--- config.mk ---
export PLATFORM = sky130hd
export DESIGN_NAME = adc_result_regs
export DESIGN_NICKNAME = d
export VERILOG_FILES = /design/src/verilog/adc_result_pkg.sv /design/src/verilog/result_slot.sv /design/src/verilog/adc_result_regs.sv
export SDC_FILE = /design/constraint.sdc
export NUM_CORES = 1
export LEC_CHECK = 0
export ABC_AREA = 1
export BUFFER_PORTS_ARGS = -buffer_cell sky130_fd_sc_hd__buf_4
export CORE_UTILIZATION = 52
export DETAILED_ROUTE_END_ITERATION = 10
export GPL_TIMING_DRIVEN = 1
export PLACE_DENSITY = 0.89
export REMOVE_ABC_BUFFERS = 1
export SETUP_SLACK_MARGIN = 0.05
export SLEW_MARGIN = 10
export SYNTH_ARGS = -nofsm -noshare
export SYNTH_HDL_FRONTEND = slang
export SYNTH_SLANG_ARGS = --single-unit
--- constraint.sdc ---
create_clock -name clk_sys -period 1.85 [get_ports clk_sys]
set_input_delay 0.0925 -clock clk_sys [delete_from_list [all_inputs] [get_ports clk_sys]]
set_output_delay 0.0925 -clock clk_sys [all_outputs]
set_load 0.005 [all_outputs]
--- src/verilog/adc_result_pkg.sv ---
// Package for the conversion result and monitor compare register bank.
// Assumes a single system clock domain and an APB register bus.
package adc_result_pkg;

  // ==========================================================================
  // Register byte offsets
  localparam logic [7:0] OFF_RESULT_E = 8'h00;
  localparam logic [7:0] OFF_RESULT_F = 8'h04;
  localparam logic [7:0] OFF_PRIORITY = 8'h08;
  localparam logic [7:0] OFF_THRESHOLD = 8'h0c;
  localparam logic [7:0] OFF_MON_MODE = 8'h10;
  localparam logic [7:0] OFF_IRQ_STATUS = 8'h14;
  localparam logic [7:0] OFF_IRQ_MASK = 8'h18;

  // ==========================================================================
  // Field positions
  localparam int RES_MSB = 15;
  localparam int RES_LSB = 6;
  localparam int OVR_BIT = 1;
  localparam int STORED_BIT = 0;
  localparam int MODE_SEL_LSB = 0;
  localparam int MODE_DIR_BIT = 2;
  localparam int MODE_EN_BIT = 3;
  localparam int IRQ_MON_BIT = 0;
  localparam int IRQ_OVR_BIT = 1;

  // ==========================================================================
  // Reset values
  localparam logic [31:0] RESET_WORD = 32'h0000_0000;
  localparam logic [9:0] RESET_RESULT = 10'h000;
  localparam logic [1:0] RESET_IRQ = 2'h0;

  // Monitor register select encodings
  localparam logic [1:0] SEL_E = 2'h0;
  localparam logic [1:0] SEL_F = 2'h1;
  localparam logic [1:0] SEL_PRIORITY = 2'h2;

  // ==========================================================================
  // Carrier types
  typedef struct packed {
    logic [9:0] value;
    logic overrun;
    logic stored;
  } result_slot_t;

  typedef struct packed {
    logic enable;
    logic above;
    logic [1:0] select;
  } monitor_mode_t;

  typedef struct packed {
    logic valid;
    logic [1:0] slot;
    logic [9:0] value;
  } result_write_t;

  typedef enum logic [1:0] {
    APB_IDLE = 2'b00,
    APB_ACCESS = 2'b01
  } apb_state_t;

endpackage

--- src/verilog/result_slot.sv ---
// One conversion result slot with stored and overrun flags.
// Assumes writes come from the sequencer and read clears come from the bus.
`timescale 1ns/1ps
module result_slot (
  input wire logic clk_sys,
  input wire logic reset,
  input wire logic write_en,
  input wire logic [9:0] write_value,
  input wire logic read_clear,
  output adc_result_pkg::result_slot_t slot
);

  adc_result_pkg::result_slot_t slot_q;
  adc_result_pkg::result_slot_t slot_d;

  // ==========================================================================
  // Next state: a store in the same cycle as a read wins over the stored clear; the overrun clear still holds
  always_comb begin
    slot_d = slot_q;
    if (read_clear) begin
      slot_d.overrun = 1'b0;
      slot_d.stored = 1'b0;
    end
    if (write_en) begin
      slot_d.value = write_value;
      slot_d.stored = 1'b1;
      if (slot_q.stored && !read_clear) begin
        slot_d.overrun = 1'b1;
      end
    end
  end

  always_ff @(posedge clk_sys) begin
    if (reset) begin
      slot_q <= '{value: adc_result_pkg::RESET_RESULT, overrun: 1'b0, stored: 1'b0};
    end else begin
      slot_q <= slot_d;
    end
  end

  assign slot = slot_q;

endmodule

--- src/verilog/adc_result_regs.sv ---
// Conversion result and monitor compare register bank, APB slave.
// Assumes the conversion sequencer drives one result write per cycle at most.
//
// The APB interface to the registers and the register addresses are this design's own decisions.
`timescale 1ns/1ps
module adc_result_regs (
  input wire logic clk_sys,
  input wire logic reset,
  input wire logic psel,
  input wire logic penable,
  input wire logic pwrite,
  input wire logic [7:0] paddr,
  input wire logic [31:0] pwdata,
  input wire logic [3:0] pstrb,
  output logic [31:0] prdata,
  output logic pready,
  output logic pslverr,
  input wire adc_result_pkg::result_write_t result_write,
  output logic monitor_interrupt_zero,
  output logic irq
);

  // ==========================================================================
  // Functions
  function automatic logic [31:0] pack_slot(input adc_result_pkg::result_slot_t s);
    logic [31:0] w;
    w = adc_result_pkg::RESET_WORD;
    w[adc_result_pkg::RES_MSB:adc_result_pkg::RES_LSB] = s.value;
    w[adc_result_pkg::OVR_BIT] = s.overrun;
    w[adc_result_pkg::STORED_BIT] = s.stored;
    return w;
  endfunction

  function automatic logic is_mapped(input logic [7:0] a);
    return (a == adc_result_pkg::OFF_RESULT_E) || (a == adc_result_pkg::OFF_RESULT_F) ||
      (a == adc_result_pkg::OFF_PRIORITY) || (a == adc_result_pkg::OFF_THRESHOLD) ||
      (a == adc_result_pkg::OFF_MON_MODE) || (a == adc_result_pkg::OFF_IRQ_STATUS) ||
      (a == adc_result_pkg::OFF_IRQ_MASK);
  endfunction

  // ==========================================================================
  // Bus state
  adc_result_pkg::apb_state_t state_q;
  logic [31:0] prdata_q;
  logic pready_q;
  logic pslverr_q;
  logic access_done;
  logic rd_e;
  logic rd_f;
  logic rd_p;
  logic wr_ok;
  logic bad_access;

  // Slave answers one cycle into the access phase
  assign access_done = psel && penable && (state_q == adc_result_pkg::APB_ACCESS);
  // Byte-only writes are refused; halfword or word lanes must include bits 15:0
  assign bad_access = !is_mapped(paddr) ||
    (pwrite && !(pstrb[0] && pstrb[1]));
  assign wr_ok = access_done && pwrite && !bad_access;
  assign rd_e = access_done && !pwrite && (paddr == adc_result_pkg::OFF_RESULT_E);
  assign rd_f = access_done && !pwrite && (paddr == adc_result_pkg::OFF_RESULT_F);
  assign rd_p = access_done && !pwrite && (paddr == adc_result_pkg::OFF_PRIORITY);

  // ==========================================================================
  // Result slots
  adc_result_pkg::result_slot_t slot_e;
  adc_result_pkg::result_slot_t slot_f;
  adc_result_pkg::result_slot_t slot_p;
  logic we_e;
  logic we_f;
  logic we_p;

  assign we_e = result_write.valid && (result_write.slot == adc_result_pkg::SEL_E);
  assign we_f = result_write.valid && (result_write.slot == adc_result_pkg::SEL_F);
  // Only top-priority results route here
  assign we_p = result_write.valid &&
    (result_write.slot == adc_result_pkg::SEL_PRIORITY);

  result_slot u_slot_e (
    .clk_sys(clk_sys),
    .reset(reset),
    .write_en(we_e),
    .write_value(result_write.value),
    .read_clear(rd_e),
    .slot(slot_e)
  );

  result_slot u_slot_f (
    .clk_sys(clk_sys),
    .reset(reset),
    .write_en(we_f),
    .write_value(result_write.value),
    .read_clear(rd_f),
    .slot(slot_f)
  );

  result_slot u_slot_p (
    .clk_sys(clk_sys),
    .reset(reset),
    .write_en(we_p),
    .write_value(result_write.value),
    .read_clear(rd_p),
    .slot(slot_p)
  );

  // ==========================================================================
  // Threshold and monitor mode
  logic [9:0] threshold_value_zero_q;
  adc_result_pkg::monitor_mode_t monitor_mode_register_zero_q;

  always_ff @(posedge clk_sys) begin
    if (reset) begin
      threshold_value_zero_q <= adc_result_pkg::RESET_RESULT;
    end else if (wr_ok && paddr == adc_result_pkg::OFF_THRESHOLD) begin
      // Written regardless of enable; software must disable the monitor first
      threshold_value_zero_q <=
        pwdata[adc_result_pkg::RES_MSB:adc_result_pkg::RES_LSB];
    end
  end

  always_ff @(posedge clk_sys) begin
    if (reset) begin
      monitor_mode_register_zero_q <= '0;
    end else if (wr_ok && paddr == adc_result_pkg::OFF_MON_MODE) begin
      monitor_mode_register_zero_q <= pwdata[adc_result_pkg::MODE_EN_BIT:0];
    end
  end

  // ==========================================================================
  // Monitor compare, evaluated on a store into the selected slot
  logic mon_store;
  logic mon_hit;

  always_comb begin
    mon_store = 1'b0;
    case (monitor_mode_register_zero_q.select)
      adc_result_pkg::SEL_E: mon_store = we_e;
      adc_result_pkg::SEL_F: mon_store = we_f;
      adc_result_pkg::SEL_PRIORITY: mon_store = we_p;
      default: mon_store = 1'b0;
    endcase
  end

  always_comb begin
    mon_hit = 1'b0;
    if (monitor_mode_register_zero_q.enable && mon_store) begin
      if (monitor_mode_register_zero_q.above) begin
        mon_hit = result_write.value > threshold_value_zero_q;
      end else begin
        mon_hit = result_write.value < threshold_value_zero_q;
      end
    end
  end

  // ==========================================================================
  // Interrupt status, mask and output
  logic [1:0] irq_status_q;
  logic [1:0] irq_mask_q;
  logic [1:0] irq_event;
  logic mon_pulse_q;
  logic irq_q;

  assign irq_event = {(we_e && slot_e.stored) || (we_f && slot_f.stored) ||
    (we_p && slot_p.stored), mon_hit};

  // Write-one-to-clear; a new event in the same cycle wins
  always_ff @(posedge clk_sys) begin
    if (reset) begin
      irq_status_q <= adc_result_pkg::RESET_IRQ;
    end else begin
      irq_status_q <= (irq_status_q & ~((wr_ok && paddr == adc_result_pkg::OFF_IRQ_STATUS) ?
        pwdata[1:0] : 2'h0)) | irq_event;
    end
  end

  always_ff @(posedge clk_sys) begin
    if (reset) begin
      irq_mask_q <= adc_result_pkg::RESET_IRQ;
    end else if (wr_ok && paddr == adc_result_pkg::OFF_IRQ_MASK) begin
      irq_mask_q <= pwdata[1:0];
    end
  end

  always_ff @(posedge clk_sys) begin
    if (reset) begin
      irq_q <= 1'b0;
      mon_pulse_q <= 1'b0;
    end else begin
      irq_q <= |(irq_status_q & irq_mask_q);
      mon_pulse_q <= mon_hit;
    end
  end

  assign irq = irq_q;
  assign monitor_interrupt_zero = mon_pulse_q;

  // ==========================================================================
  // APB slave: one wait state, then answer
  logic [31:0] rd_word;

  always_comb begin
    rd_word = adc_result_pkg::RESET_WORD;
    case (paddr)
      adc_result_pkg::OFF_RESULT_E: rd_word = pack_slot(slot_e);
      adc_result_pkg::OFF_RESULT_F: rd_word = pack_slot(slot_f);
      adc_result_pkg::OFF_PRIORITY: rd_word = pack_slot(slot_p);
      adc_result_pkg::OFF_THRESHOLD:
        rd_word[adc_result_pkg::RES_MSB:adc_result_pkg::RES_LSB] = threshold_value_zero_q;
      adc_result_pkg::OFF_MON_MODE: rd_word[3:0] = monitor_mode_register_zero_q;
      adc_result_pkg::OFF_IRQ_STATUS: rd_word[1:0] = irq_status_q;
      adc_result_pkg::OFF_IRQ_MASK: rd_word[1:0] = irq_mask_q;
      default: rd_word = adc_result_pkg::RESET_WORD;
    endcase
  end

  always_ff @(posedge clk_sys) begin
    if (reset) begin
      state_q <= adc_result_pkg::APB_IDLE;
    end else if (access_done) begin
      state_q <= adc_result_pkg::APB_IDLE;
    end else if (psel && penable) begin
      state_q <= adc_result_pkg::APB_ACCESS;
    end else begin
      state_q <= adc_result_pkg::APB_IDLE;
    end
  end

  // Read data is latched the cycle before pready, so the read clear hits
  // on the completing edge without racing the value returned
  always_ff @(posedge clk_sys) begin
    if (reset) begin
      pready_q <= 1'b0;
      pslverr_q <= 1'b0;
      prdata_q <= adc_result_pkg::RESET_WORD;
    end else begin
      pready_q <= psel && penable && (state_q == adc_result_pkg::APB_IDLE) && !pready_q;
      pslverr_q <= psel && penable && (state_q == adc_result_pkg::APB_IDLE) && !pready_q &&
        bad_access;
      if (psel && penable && !pwrite && (state_q == adc_result_pkg::APB_IDLE)) begin
        prdata_q <= bad_access ? adc_result_pkg::RESET_WORD : rd_word;
      end
    end
  end

  assign prdata = prdata_q;
  assign pready = pready_q;
  assign pslverr = pslverr_q;

endmodule

* After elaboration in Yosys (flattened, before gate mapping) *
Cells that the tools add are included.

cells by class
  bitwise gates (word level) = 4
  eq/ne operators = 11
  magnitude comparators = 2
  reduce and logical (&&, ||, !) cells = 55
  multiplexer cells = 18

operators with widths
  operator              count
  $pmux W10 S4          1
  $logic_and A1 B1 Y1   29
  $eq A8 B5 Y1 const B  3
  $eq A8 B4 Y1 const B  2
  $mux W16              1
  $mux W2               8
  $pmux W2 S6           1
  $gt A10 B10 Y1        1
  $lt A10 B10 Y1        1
  $logic_or A1 B1 Y1    9
  $eq A8 B3 Y1 const B  1
  $logic_not A1 Y1      8
  $logic_not A8 Y1      1
  $eq A2 B1 Y1 const B  3
  $logic_not A2 Y1      3
  $mux W1               6
  $reduce_bool A2 Y1    3
  $and A2 B2 Y2         2
  $eq A2 B2 Y1 const B  2
  $reduce_or A2 Y1      2
  $pmux W1 S3           1
  $not A2 Y2            1
  $or A2 B2 Y2          1

word-level totals
  register bits = 92
  bits of input ports = 62
  output and inout port bits = 36
  logic and storage cells = 111

* Longest topological paths before layout *
Gate-level depths: netlist of run 1.

  depth in word-level cells = 16
  mapped depth = 10
  mapped depth without buffers = 9

* Hierarchy *
Synthesis of run 1 repeated with hierarchy kept, for this count alone.

unflattened totals
  cells, all modules = 595
  area total of the unflattened synthesis = 4035.1 um^2

by module, submodules not included
  module           sequential area each (um^2)  instances  cells each  area each (um^2)
  adc_result_regs  740.7                        1          370         2473.6
  result_slot      240.2                        3          75          520.5

* Worst setup path after synthesis of run 1 *
OpenSTA, ideal clock, no wires.

  path type = register -> register
  start = reg threshold_value_zero_q[9]
  end = reg irq_status_q[0]
  required time = 1.735 ns
  library setup time = 0.115 ns
  buffers on the path = 0
  arrival time = 1.212 ns
  slack = 0.523 ns
  stages on the path, launching flop included = 10
  period minus slack after synthesis = 1.327 ns
  path through = dfxtp_1 > inv_1 > ha_1 > nand2_1 > nor2_1 > o211ai_1 > nand3_1 > nand2_1 > nand3_1 > nand2_1

on the way
  word-level cells in the longest chain between the ends = 4
  elaborated cells between the ends (all ways) = 5
  classes of those cells = order compare: 2; mux: 2; bitwise: 1

RTL lines
  item                                                     RTL line                                        source
  from (decl)                                              adc_result_regs.sv:108                          logic [9:0] threshold_value_zero_q;
  from (signal assigned)                                   adc_result_regs.sv:113                          threshold_value_zero_q <= adc_result_pkg::RESET_RESULT;
  from (signal assigned)                                   adc_result_regs.sv:116                          threshold_value_zero_q <=
  $lt A10 B10 Y1 / $gt A10 B10 Y1 (equally long branches)  adc_result_regs.sv:150, adc_result_regs.sv:148
  $mux W1 (*)                                              adc_result_regs.sv:147                          if (monitor_mode_register_zero_q.above) begin
  $mux W1 (*)                                              adc_result_regs.sv:146                          if (monitor_mode_register_zero_q.enable && mon_store) begin
  $or A2 B2 Y2 (*)                                         adc_result_regs.sv:172                          pwdata[1:0] : 2'h0)) | irq_event;
  to (signal assigned)                                     adc_result_regs.sv:169                          irq_status_q <= adc_result_pkg::RESET_IRQ;
  to (signal assigned)                                     adc_result_regs.sv:171                          irq_status_q <= (irq_status_q & ~((wr_ok && paddr == adc_result_pkg::OFF_IRQ_STATUS) ?
  to (decl)                                                adc_result_regs.sv:157                          logic [1:0] irq_status_q;

Every way passes the cells marked *; elsewhere a longest branch is shown, timed or not.
A chain may end at the register's enable or synchronous reset.

* Worst setup path after layout of run 1 *
Same ends and word-level chain as after synthesis.

==> metrics.yaml, run 1 <==
critical_path:
  cpMaxStageDelayCell: "dfxtp_1"
  worstPathCellList: "inv_1, ha_1, nand2_1, nor2_1, o211ai_1, nand3_1, nand2_1, nand3_1, nand2_1"
  cp_data_arrival_time_ns: 1.85
  worstPathMaxFanout: 3
  critPathMostFrequentCell: "nand2_1"
  critPathTopFamily: "simple AND/OR/NAND/NOR gates"
  path_buf_inv: 1
  reg2reg_slack_ns: 0.25
  cp-start-kind: "register"
  crit_path_end_kind: "register"
  slowest_delay_ns: 0.34
  required_ns: 2.10
  worstSetupPathType: "register to register"
drt:
  finalWirelength_um: 8750
  wire_per_inst_um: 13.0
  vias_per_cell: 5.36
  drt_iter0_drc: 278
  drtPass1Iterations: 9
  vias: 3613
  drc: 6
  route.antenna.remaining_nets: 0
die:
  dieArea_um2: 7200
  die_h_um: 84.8
  rows: 29
  dieWidth_um: 84.8
  core_area_um2: 6490
  initial_core_util: 0.549
  io_pins: 98
clocking:
  h-tree-depth: 3
  clock_sinks: 73
  insertion_delay_ns: 0.36
  clockBufferDepth: 2
  clk_pin_slew_ns: 0.09
  root_buffer: "clkbuf_8"
  ctsResizeCount: 0
  cts_tree: "built"
  numCtsBuffers: 9
  post_cts_buffers: 0
global_routing:
  antenna_found_initial: 0
  grt_use_total: 0.258
  grt.overflow.total: 0
  first_global_vias: 3331
  grt_pass1_wl_um: 14700
  grt_max_degree: 36
synthesis:
  yosysWarnings: 0
  synth_edf_count: 0
  synth-adder-area-share: 0.0351
  synth_xor_area_frac: 0
  yosysSeqAreaShare: 0.410
  synth_compound_area_frac: 0.148
  async_reset_ff_frac: 0
  synth.area.mux_share: 0
  yosys-top-cells-count: "nand2_1, nor2_1, dfxtp_1, o21ai_0, a21oi_1"
  synth-simple-area-share: 0.296
  syn_area_um2: 3570
  synth_top_area_frac: 0.410
  synth_ff_type: "dfxtp_1"
  yosysTopAreaCell: "dfxtp_1"
  synth_area_leaders: "dfxtp_1, nand2_1, nor2_1"
  synth_top_family_by_area: "simple AND/OR/NAND/NOR gates"
  ys_ff_latch: 73
  synth_cells: 520
  synth.most_common_cell: "nand2_1"
  synth_area_per_cell_um2: 6.86
  synth_cell_type_count: 29
finish:
  antenna_cells: 0
  drive_gt1_frac: 0.168
  synthToLayoutAreaGrowth_pct: 21.7
  finalNonFillerCells: 674
  nFillCells: 557
  layout.nets: 664
pwr:
  vdd_drop_max_uv: 441
  p_int_uw: 2370
  comb_power_share: 0.095
  sw_frac_of_total: 0.257
  p_seq_frac: 0.509
  p_total_uw: 3200
  p_switching_uw: 823
  power_leakage_uw: 0.00191
  power_frac_clock: 0.396
  p_per_area_nw_per_um2: 737
sta:
  clock_skew_ns: 0.00937
  max_freq_mhz: 623
  period_needed_ns: 1.60
  slew_violations: 0
  period_share: 0.867
  setup_viol: 0
  hold_viol: 0
  fin_hold_ws_ns: 0.00789
  rsz0062_at_grt: "false"
  fin_setup_tns_ns: 0
worst_hold_path:
  min_path_type: "input port to register"
placed_design:
  hpwlAfterDp_um: 6270
  gp_congestion: 0.884
  io_buffers: 59
  placedCellCount: 647
status:
  violations: "DRC"
  status: "finished, violations left"
run:
  cap_violations: 0
## final timing paths
check | from | to | cells after the start
setup / recovery | threshold_value_zero_q[9] | irq_status_q[0] | 9
hold / removal | result_write[2] | u_slot_f.slot[4] | 3
setup reg to reg | threshold_value_zero_q[9] | irq_status_q[0] | 9
hold reg to reg | u_slot_p.slot[1] | u_slot_p.slot[1] | 2
## registers in the layout, indices dropped and copies added, names as in the netlist
name,cells
prdata,14
monitor_interrupt_zero,1
u_slot_f.slot,12
irq,1
u_slot_e.slot,12
irq_status_q,2
monitor_mode_register_zero_q,4
irq_mask_q,2
pslverr,1
state_q,1
u_slot_p.slot,12
threshold_value_zero_q,10
pready,1
## cells by family (layout without fill, tap and decap cells)
logic type | Yosys count | count (layout)
compound gates | 101 | 101
flops | 73 | 73
simple gates | 254 | 254
fa+ha+maj | 10 | 10
other cells | 1 | 18
buf+inv | 81 | 141
## routing by layer
layer	track usage	up-vias	routed length (um)
li1	-	1791	-
met1	0.333	1647	3800
met2	0.427	157	4190
met3	0.0447	18	586
met4	0.116	0	176
met5	0	-	0
## worst register-to-register path, delay by kind of cell, from the launching register on
kind                       cells  cell delay (ns)
and+or+nand+nor                6             0.62
adders and majority gates      1             0.28
buffers and inverters          1             0.06
AOI/OAI and AO/OA              1             0.18
DFF                            1             0.34
## final cells by class
class	count	area [um^2]	share of cell area
repair buffers	82	643	0.148
clock buffers	9	124	0.0285
multi-input cells	383	1780	0.409
flip-flops and latches	73	1460	0.337
well taps	77	96.3	0.0222
inverters	43	163	0.0375
clock inverters	7	77.6	0.0179
## cells in the final DEF, fill, tap and decap left out
cell type / instances
clkbuf_8: 9
nand3_2: 2
inv_2: 2
clkinv_1: 1
dlygate4sd3_1: 11
buf_4: 71
o21ai_0: 45
inv_1: 39
bufinv_16: 1
nand3b_1: 1
a21oi_1: 43
nor2_4: 1
conb_1: 18
ha_1: 10
o211ai_1: 1
nor3b_1: 1
o21ai_1: 9
nor2_2: 6
inv_6: 2
dfxtp_1: 73
clkinvlp_4: 1
a21oi_4: 1
nand4_1: 6
nor2_1: 78
nand2_1: 122
a32o_1: 1
nor3_1: 4
o21a_1: 1
clkinv_2: 2
nand3_1: 33
clkinv_4: 2
## power by group through the flow
stage	clock [uW]	sequential (uW)	combinational, uW
6_report	1270	1630	304
5_1_grt	1350	1630	339
4_1_cts	1280	1630	299
3_5_place_dp	0	1660	278
3_3_place_gp	0	1660	265
2_1_floorplan	0	1660	133
## metrics by stage
stage / setup slack, ns / cell area, um^2 / util
4_1_cts: 0.273 / 4340 / 0.668
6_report: 0.246 / 4340 / 0.668
2_1_floorplan: 0.523 / 3400 / -
3_5_place_dp: 0.321 / 4030 / 0.620
5_1_grt: 0.136 / 4340 / 0.668
3_3_place_gp: 0.378 / 4030 / 0.620
## repair_timing
action / CTS / global route
hold buffers: 11 / 0
endpoints found under the hold margin: 11 / 0
setup endpoints to repair: 0 / 0
Note: power is estimated with default switching activity, not from simulation.
==> inputs of run 2 (changes only) <==
--- a/config.mk
+++ b/config.mk
@@ -7,6 +7,7 @@
 export LEC_CHECK = 0
 export ABC_AREA = 1
 export BUFFER_PORTS_ARGS = -buffer_cell sky130_fd_sc_hd__buf_4
+export CORE_ASPECT_RATIO = 0.6
 export CORE_UTILIZATION = 52
 export DETAILED_ROUTE_END_ITERATION = 10
 export GPL_TIMING_DRIVEN = 1
==> run 2 against run 1 <==
  * The run ends with hold timing left
  * Power rose by 13%
  * Cell area up 1.9%
  * Highest routed layer unchanged
  * Routed wire length is 15% higher
  * Hold slack worse by 0.012 ns
  * Sequential share of layout area shrank 0.62 points
  * Non-clock buffer count shrank 1
==> metrics.yaml, run 2 (synthesis gave the netlist of run 1 again) <==
finish:
  antenna_cells: 0  # unchanged
  largest_reg_flops: 14  # unchanged
  synthToLayoutAreaGrowth_pct: 23.9  # was 21.7%
  finalNonFillerCells: 679  # was 674
  mostFrequentLayoutCells: "nand2_1, nor2_1, dfxtp_1, buf_4, o21ai_0"  # unchanged
  layout.nets: 663  # was 664
  drive_gt1_frac: 0.166  # was 0.168
  layout_commonest_cell: "nand2_1"  # unchanged
clocking:
  insertion_delay_ns: 0.34  # was 0.36 ns
  cts_tree: "built"  # unchanged
  ctsResizeCount: 0  # unchanged
  post_cts_buffers: 0  # unchanged
  h-tree-depth: 3  # unchanged
  clk_pin_slew_ns: 0.06  # was 0.09 ns
  clock_sinks: 73  # unchanged
  clockBufferDepth: 2  # unchanged
  numCtsBuffers: 9  # unchanged
  root_buffer: "clkbuf_16"  # was clkbuf_8
placed_design:
  placedCellCount: 655  # was 647
  hpwlAfterDp_um: 7110  # was 6270 um
  io_buffers: 59  # unchanged
  gp_congestion: 0.951  # was 0.884
sta:
  fin_hold_ws_ns: -0.00433  # was 0.00789 ns
  hold_viol: 2  # was 0
  max_freq_mhz: 639  # was 623 MHz
  period_needed_ns: 1.56  # was 1.60 ns
  slew_violations: 0  # unchanged
  clock_skew_ns: 0.00488  # was 0.00937 ns
  period_share: 0.846  # was 0.867
  fin_setup_tns_ns: 0  # unchanged
  rsz0062_at_grt: "false"  # unchanged
  setup_viol: 0  # unchanged
critical_path:
  cp_data_arrival_time_ns: 1.79  # was 1.85 ns
  crit_path_end_kind: "register"  # unchanged
  required_ns: 2.08  # was 2.10 ns
  worstPathCellList: "inv_1, ha_1, nand2_1, nor2_1, o211ai_1, nand3_1, nand2_1, nand3_1, nand2_1"  # unchanged
  r2r-start: "threshold_value_zero_q[9]"  # unchanged
  reg2reg_slack_ns: 0.29  # was 0.25 ns
  rr_worst_depth: 9  # unchanged
  cpMaxStageDelayCell: "dfxtp_1"  # unchanged
  cp-start-kind: "register"  # unchanged
  critPathMostFrequentCell: "nand2_1"  # unchanged
  r2r-end: "irq_status_q[0]"  # unchanged
  worstPathMaxFanout: 3  # unchanged
  worstSetupPathType: "register to register"  # unchanged
  slowest_delay_ns: 0.33  # was 0.34 ns
drt:
  drt_iter0_drc: 489  # was 278
  route.antenna.remaining_nets: 0  # unchanged
  vias_per_cell: 5.41  # was 5.36
  wire_per_inst_um: 14.8  # was 13.0 um
  finalWirelength_um: 10000  # was 8750 um
  drtPass1Iterations: 5  # was 9
  vias: 3672  # was 3613
  drc: 0  # was 6
pwr:
  vdd_drop_max_uv: 597  # was 441 uV
  p_int_uw: 2780  # was 2370 uW
  power_frac_clock: 0.466  # was 0.396
  p_per_area_nw_per_um2: 820  # was 737 nW/um^2
  p_seq_frac: 0.450  # was 0.509
  comb_power_share: 0.084  # was 0.095
  sw_frac_of_total: 0.234  # was 0.257
  p_switching_uw: 851  # was 823 uW
  power_leakage_uw: 0.00195  # was 0.00191 uW
worst_hold_path:
  holdCritStartpoint: "pwdata[13]"  # was result_write[2]
  hold_depth: 3  # unchanged
  min_path_type: "input port to register"  # unchanged
  hold_path_end: "threshold_value_zero_q[7]"  # was u_slot_f.slot[4]
die:
  die_h_um: 66.2  # was 84.8 um
  dieArea_um2: 7210  # was 7200 um^2
  core_area_um2: 6360  # was 6490 um^2
  dieWidth_um: 109  # was 84.8 um
  io_pins: 98  # unchanged
  initial_core_util: 0.561  # was 0.549
  rows: 22  # was 29
global_routing:
  antenna_found_initial: 0  # unchanged
  grt_pass1_wl_um: 15800  # was 14700 um
  grt.overflow.total: 0  # unchanged
  grt_max_degree: 36  # unchanged
  first_global_vias: 3304  # was 3331
  grt_use_total: 0.296  # was 0.258
run:
  cap_violations: 0  # unchanged
status:
  status: "finished, violations left"  # unchanged
  violations: "hold timing"  # was DRC
==> run 2: cell count changes in the layout (fill, tap and decap cells not counted) <==
| cell | change |
|---|---|
| clkinv_2 | +1 |
| clkbuf_16 | +9 |
| clkbuf_1 | +1 |
| buf_4 | +1 |
| dlygate4sd3_1 | -2 |
| inv_6 | -2 |
| clkinvlp_4 | -1 |
| clkbuf_8 | -9 |
==> run 2: worst max-delay path by stage <==
stage,startpoint,depth (start not counted),end
floorplan,threshold_value_zero_q[9],9,irq_status_q[0]
global route,threshold_value_zero_q[5],9,irq_status_q[0]
detailed placement,paddr[5],10,threshold_value_zero_q[7]
finish,threshold_value_zero_q[9],9,irq_status_q[0]
CTS,threshold_value_zero_q[9],9,irq_status_q[0]
global placement,paddr[5],10,threshold_value_zero_q[5]
==> run 2: layer usage <==
metal / wire (um) / vias to the layer above / GRT usage
li1: - / 1781 / -
met1: 4280 / 1649 / 0.384
met2: 4450 / 220 / 0.466
met3: 1190 / 22 / 0.105
met4: 123 / 0 / 0.0777
met5: 0 / - / 0
==> run 2: timing repair <==
item | in CTS | in global routing
hold buffers | 9 | 0
endpoints found under the setup margin | 0 | 0
hold endpoints to repair | 9 | 0
==> run 2: area by class of cell <==
type / count / area, um^2
Inverter: 43 / 163
Multi-Input combinational cell: 383 / 1780
Clock buffer: 10 / 229
Sequential cell: 73 / 1460
Clock inverter: 5 / 57.6
Fill cell: 504 / 1940
Timing Repair Buffer: 81 / 631
Tap cell: 84 / 105
==> run 2: power groups by stage <==
stage               clock (uW)  sequential, uW  combinational [uW]
CTS                       1700            1630                 299
finish                    1690            1630                 307
floorplan                    0            1660                 133
detailed placement           0            1660                 282
global placement             0            1660                 267
global route              1810            1630                 337
==> run 2: critical path, delay by kind of cell, from the launching register on <==
family	cells	cell delay (ns)
adders and majority gates	1	0.30
AOI/OAI and AO/OA	1	0.15
DFF	1	0.33
and+or+nand+nor	6	0.62
buffers and inverters	1	0.06
==> run 2: stage by stage <==
stage               area (um^2)  power, uW  worst slack (ns)  utilization
floorplan                  3400       1790             0.523            -
global placement           4050       1930             0.375        0.636
detailed placement         4050       1950             0.260        0.636
CTS                        4420       3630             0.329        0.696
global route               4420       3780             0.168        0.696
finish                     4420       3630             0.285        0.696
==> inputs of run 3 (changes only) <==
==> constraint.sdc (replaced) <==
create_clock -name clk_sys -period 1.5 [get_ports clk_sys]
set_input_delay 0.075 -clock clk_sys [delete_from_list [all_inputs] [get_ports clk_sys]]
set_output_delay 0.075 -clock clk_sys [all_outputs]
set_load 0.005 [all_outputs]
==> run 3 against run 2 <==
  * The run now ends clean
  * First-iteration DRC count increased by 1.2%
  * Cell count increased by 2.2%
  * Global-route usage increased by 1.3 points
  * Worst setup slack got worse by 0.26 ns
  * Maximum frequency increased by 6.0%
  * Sequential power increased by 24%
  * Sequential share of layout area decreased by 1.9 points
  * Critical path type unchanged
  * Largest power group unchanged
==> metrics.yaml, run 3 (synthesis gave the netlist of run 1 again) <==
sta:
  max_freq_mhz: 677  # was 639 MHz
  clock_skew_ns: 0.00744  # was 0.00488 ns
  setup_viol: 0  # unchanged
  period_share: 0.984  # was 0.846
  period_needed_ns: 1.48  # was 1.56 ns
  fin_hold_ws_ns: 0.0289  # was -0.00433 ns
  hold_viol: 0  # was 2
  worstMarginPinSlew_ns: 0.514
  rsz0062_at_grt: "true"  # was false
  setup_slack_ns: 0.0235  # was 0.285 ns
  slew_violations: 0  # unchanged
  slew_headroom: 0.655
finish:
  layout.nets: 677  # was 663
  layout_commonest_cell: "nand2_1"  # unchanged
  mostFrequentLayoutCells: "nand2_1, buf_4, nor2_1, dfxtp_1, o21ai_0"  # was nand2_1, nor2_1, dfxtp_1, buf_4, o21ai_0
  drive_gt1_frac: 0.208  # was 0.166
  antenna_cells: 0  # unchanged
  largest_reg_flops: 14  # unchanged
  final_area_um2: 4700  # was 4420 um^2
  synthToLayoutAreaGrowth_pct: 31.8  # was 23.9%
critical_path:
  cp_data_arrival_time_ns: 1.71  # was 1.79 ns
  r2r-start: "threshold_value_zero_q[5]"  # was threshold_value_zero_q[9]
  cp-start-kind: "register"  # unchanged
  required_ns: 1.73  # was 2.08 ns
  reg2reg_slack_ns: 0.02  # was 0.29 ns
  crit_path_end_kind: "register"  # unchanged
  worstSetupPathType: "register to register"  # unchanged
  r2r-end: "irq_status_q[0]"  # unchanged
  worstPathMaxFanout: 2  # was 3
  rr_worst_depth: 9  # unchanged
placed_design:
  hpwlAfterDp_um: 7160  # was 7110 um
  place_ws_ns: -0.0506  # was 0.260 ns
  gp_congestion: 0.965  # was 0.951
  io_buffers: 59  # unchanged
  post_dp_cell_area_um2: 4140  # was 4050 um^2
global_routing:
  grtUsageMet3: 0.0709  # was 0.105
  first_global_vias: 3516  # was 3304
  grt.overflow.total: 0  # unchanged
  antenna_found_initial: 0  # unchanged
  grt_pass1_wl_um: 16400  # was 15800 um
  grt.met1_usage: 0.397  # was 0.384
  grt_max_degree: 36  # unchanged
  grt_use_total: 0.309  # was 0.296
  top_usage_layer: "met2"  # unchanged
  use_met2: 0.501  # was 0.466
die:
  io_pins: 98  # unchanged
  die_h_um: 66.2  # unchanged
  initial_core_util: 0.561  # unchanged
  core_area_um2: 6360  # unchanged
  dieArea_um2: 7210  # unchanged
  rows: 22  # unchanged
  dieWidth_um: 109  # unchanged
drt:
  vias: 3876  # was 3672
  route.antenna.remaining_nets: 0  # unchanged
  wire_per_inst_um: 16.0  # was 14.8 um
  drc: 0  # unchanged
  finalWirelength_um: 11100  # was 10000 um
  vias_per_cell: 5.59  # was 5.41
  drtPass1Iterations: 5  # unchanged
  drt_iter0_drc: 495  # was 489
pwr:
  p_per_area_nw_per_um2: 1050  # was 820 nW/um^2
  vdd_drop_max_uv: 865  # was 597 uV
  power_leakage_uw: 0.00206  # was 0.00195 uW
  p_total_uw: 4960  # was 3630 uW
clocking:
  numCtsBuffers: 9  # unchanged
  h-tree-depth: 3  # unchanged
  clock_sinks: 73  # unchanged
  insertion_delay_ns: 0.34  # about the same
  clockBufferDepth: 2  # unchanged
  cts_tree: "built"  # unchanged
  clk_pin_slew_ns: 0.06  # about the same
  root_buffer: "clkbuf_16"  # unchanged
worst_hold_path:
  min_path_type: "input port to register"  # unchanged
  hold_path_end: "irq_mask_q[1]"  # was threshold_value_zero_q[7]
  holdCritStartpoint: "pwdata[1]"  # was pwdata[13]
  hold_depth: 3  # unchanged
status:
  status: "complete, no violations"  # was finished, violations left
run:
  cap_violations: 0  # unchanged
run 3: cell count changes in the layout (fill, tap and decap cells not counted), moves of 3 or more:
cell,delta
ha_1,-3
ha_4,+3
dfxtp_2,+3
nor2_1,-3
buf_4,+10
clkinv_2,-3
dfxtp_1,-3
run 3: final cells by class:
class / count / area, um^2
well taps: 84 / 105
repair buffers: 95 / 766
inverters: 43 / 166
flip-flops and latches: 73 / 1470
multi-input cells: 383 / 1850
clock inverters: 6 / 115
fillers: 454 / 1660
clock buffers: 10 / 239
run 3: worst max-delay path by stage:
| stage | from | endpoint | slack [ns] | cells after the start |
|---|---|---|---|---|
| after detailed placement | paddr[5] | threshold_value_zero_q[4] | -0.05 | 10 |
| final | threshold_value_zero_q[5] | irq_status_q[0] | 0.02 | 9 |
| after global placement | paddr[5] | prdata[15] | 0.02 | 9 |
| after CTS | threshold_value_zero_q[7] | irq_status_q[0] | 0.05 | 9 |
| after floorplan | threshold_value_zero_q[9] | irq_status_q[0] | 0.17 | 9 |
| after global routing | threshold_value_zero_q[3] | irq_status_q[0] | -0.08 | 9 |
run 3: critical path: stages (launching register included):
cell     delay [ns]
dfxtp_1        0.34
inv_2          0.06
ha_4           0.26
nand2_1        0.07
o21ai_1        0.21
nand2_1        0.12
nand3_1        0.10
nand2_1        0.07
nand3_2        0.09
nand2_1        0.05
run 3: metal layers:
layer | wire length (um) | share of wire
met5 | 0 | 0
met4 | 327 | 0.029
met3 | 1320 | 0.12
met2 | 5100 | 0.46
met1 | 4390 | 0.39
run 3: through the flow:
step	setup TNS [ns]	instances	utilization
3_3_place_gp	0	664	0.651
6_report	0	694	0.739
4_1_cts	0	691	0.725
3_5_place_dp	-0.252	664	0.651
2_1_floorplan	0	499	-
5_1_grt	-0.139	694	0.739
run 3: where the power goes:
part           internal [uW]  switching [uW]
Sequential              1990            29.3
Clock                   1670             852
Combinational            179             237
run 3: timing repair:
item | CTS | global route
pin swaps | 3 | 5
hold endpoints to repair | 11 | 0
cloned | 0 | 0
hold buffers | 11 | 0
setup endpoints to repair | 2 | 16
buffers inserted | 0 | 3
resized for setup | 3 | 16
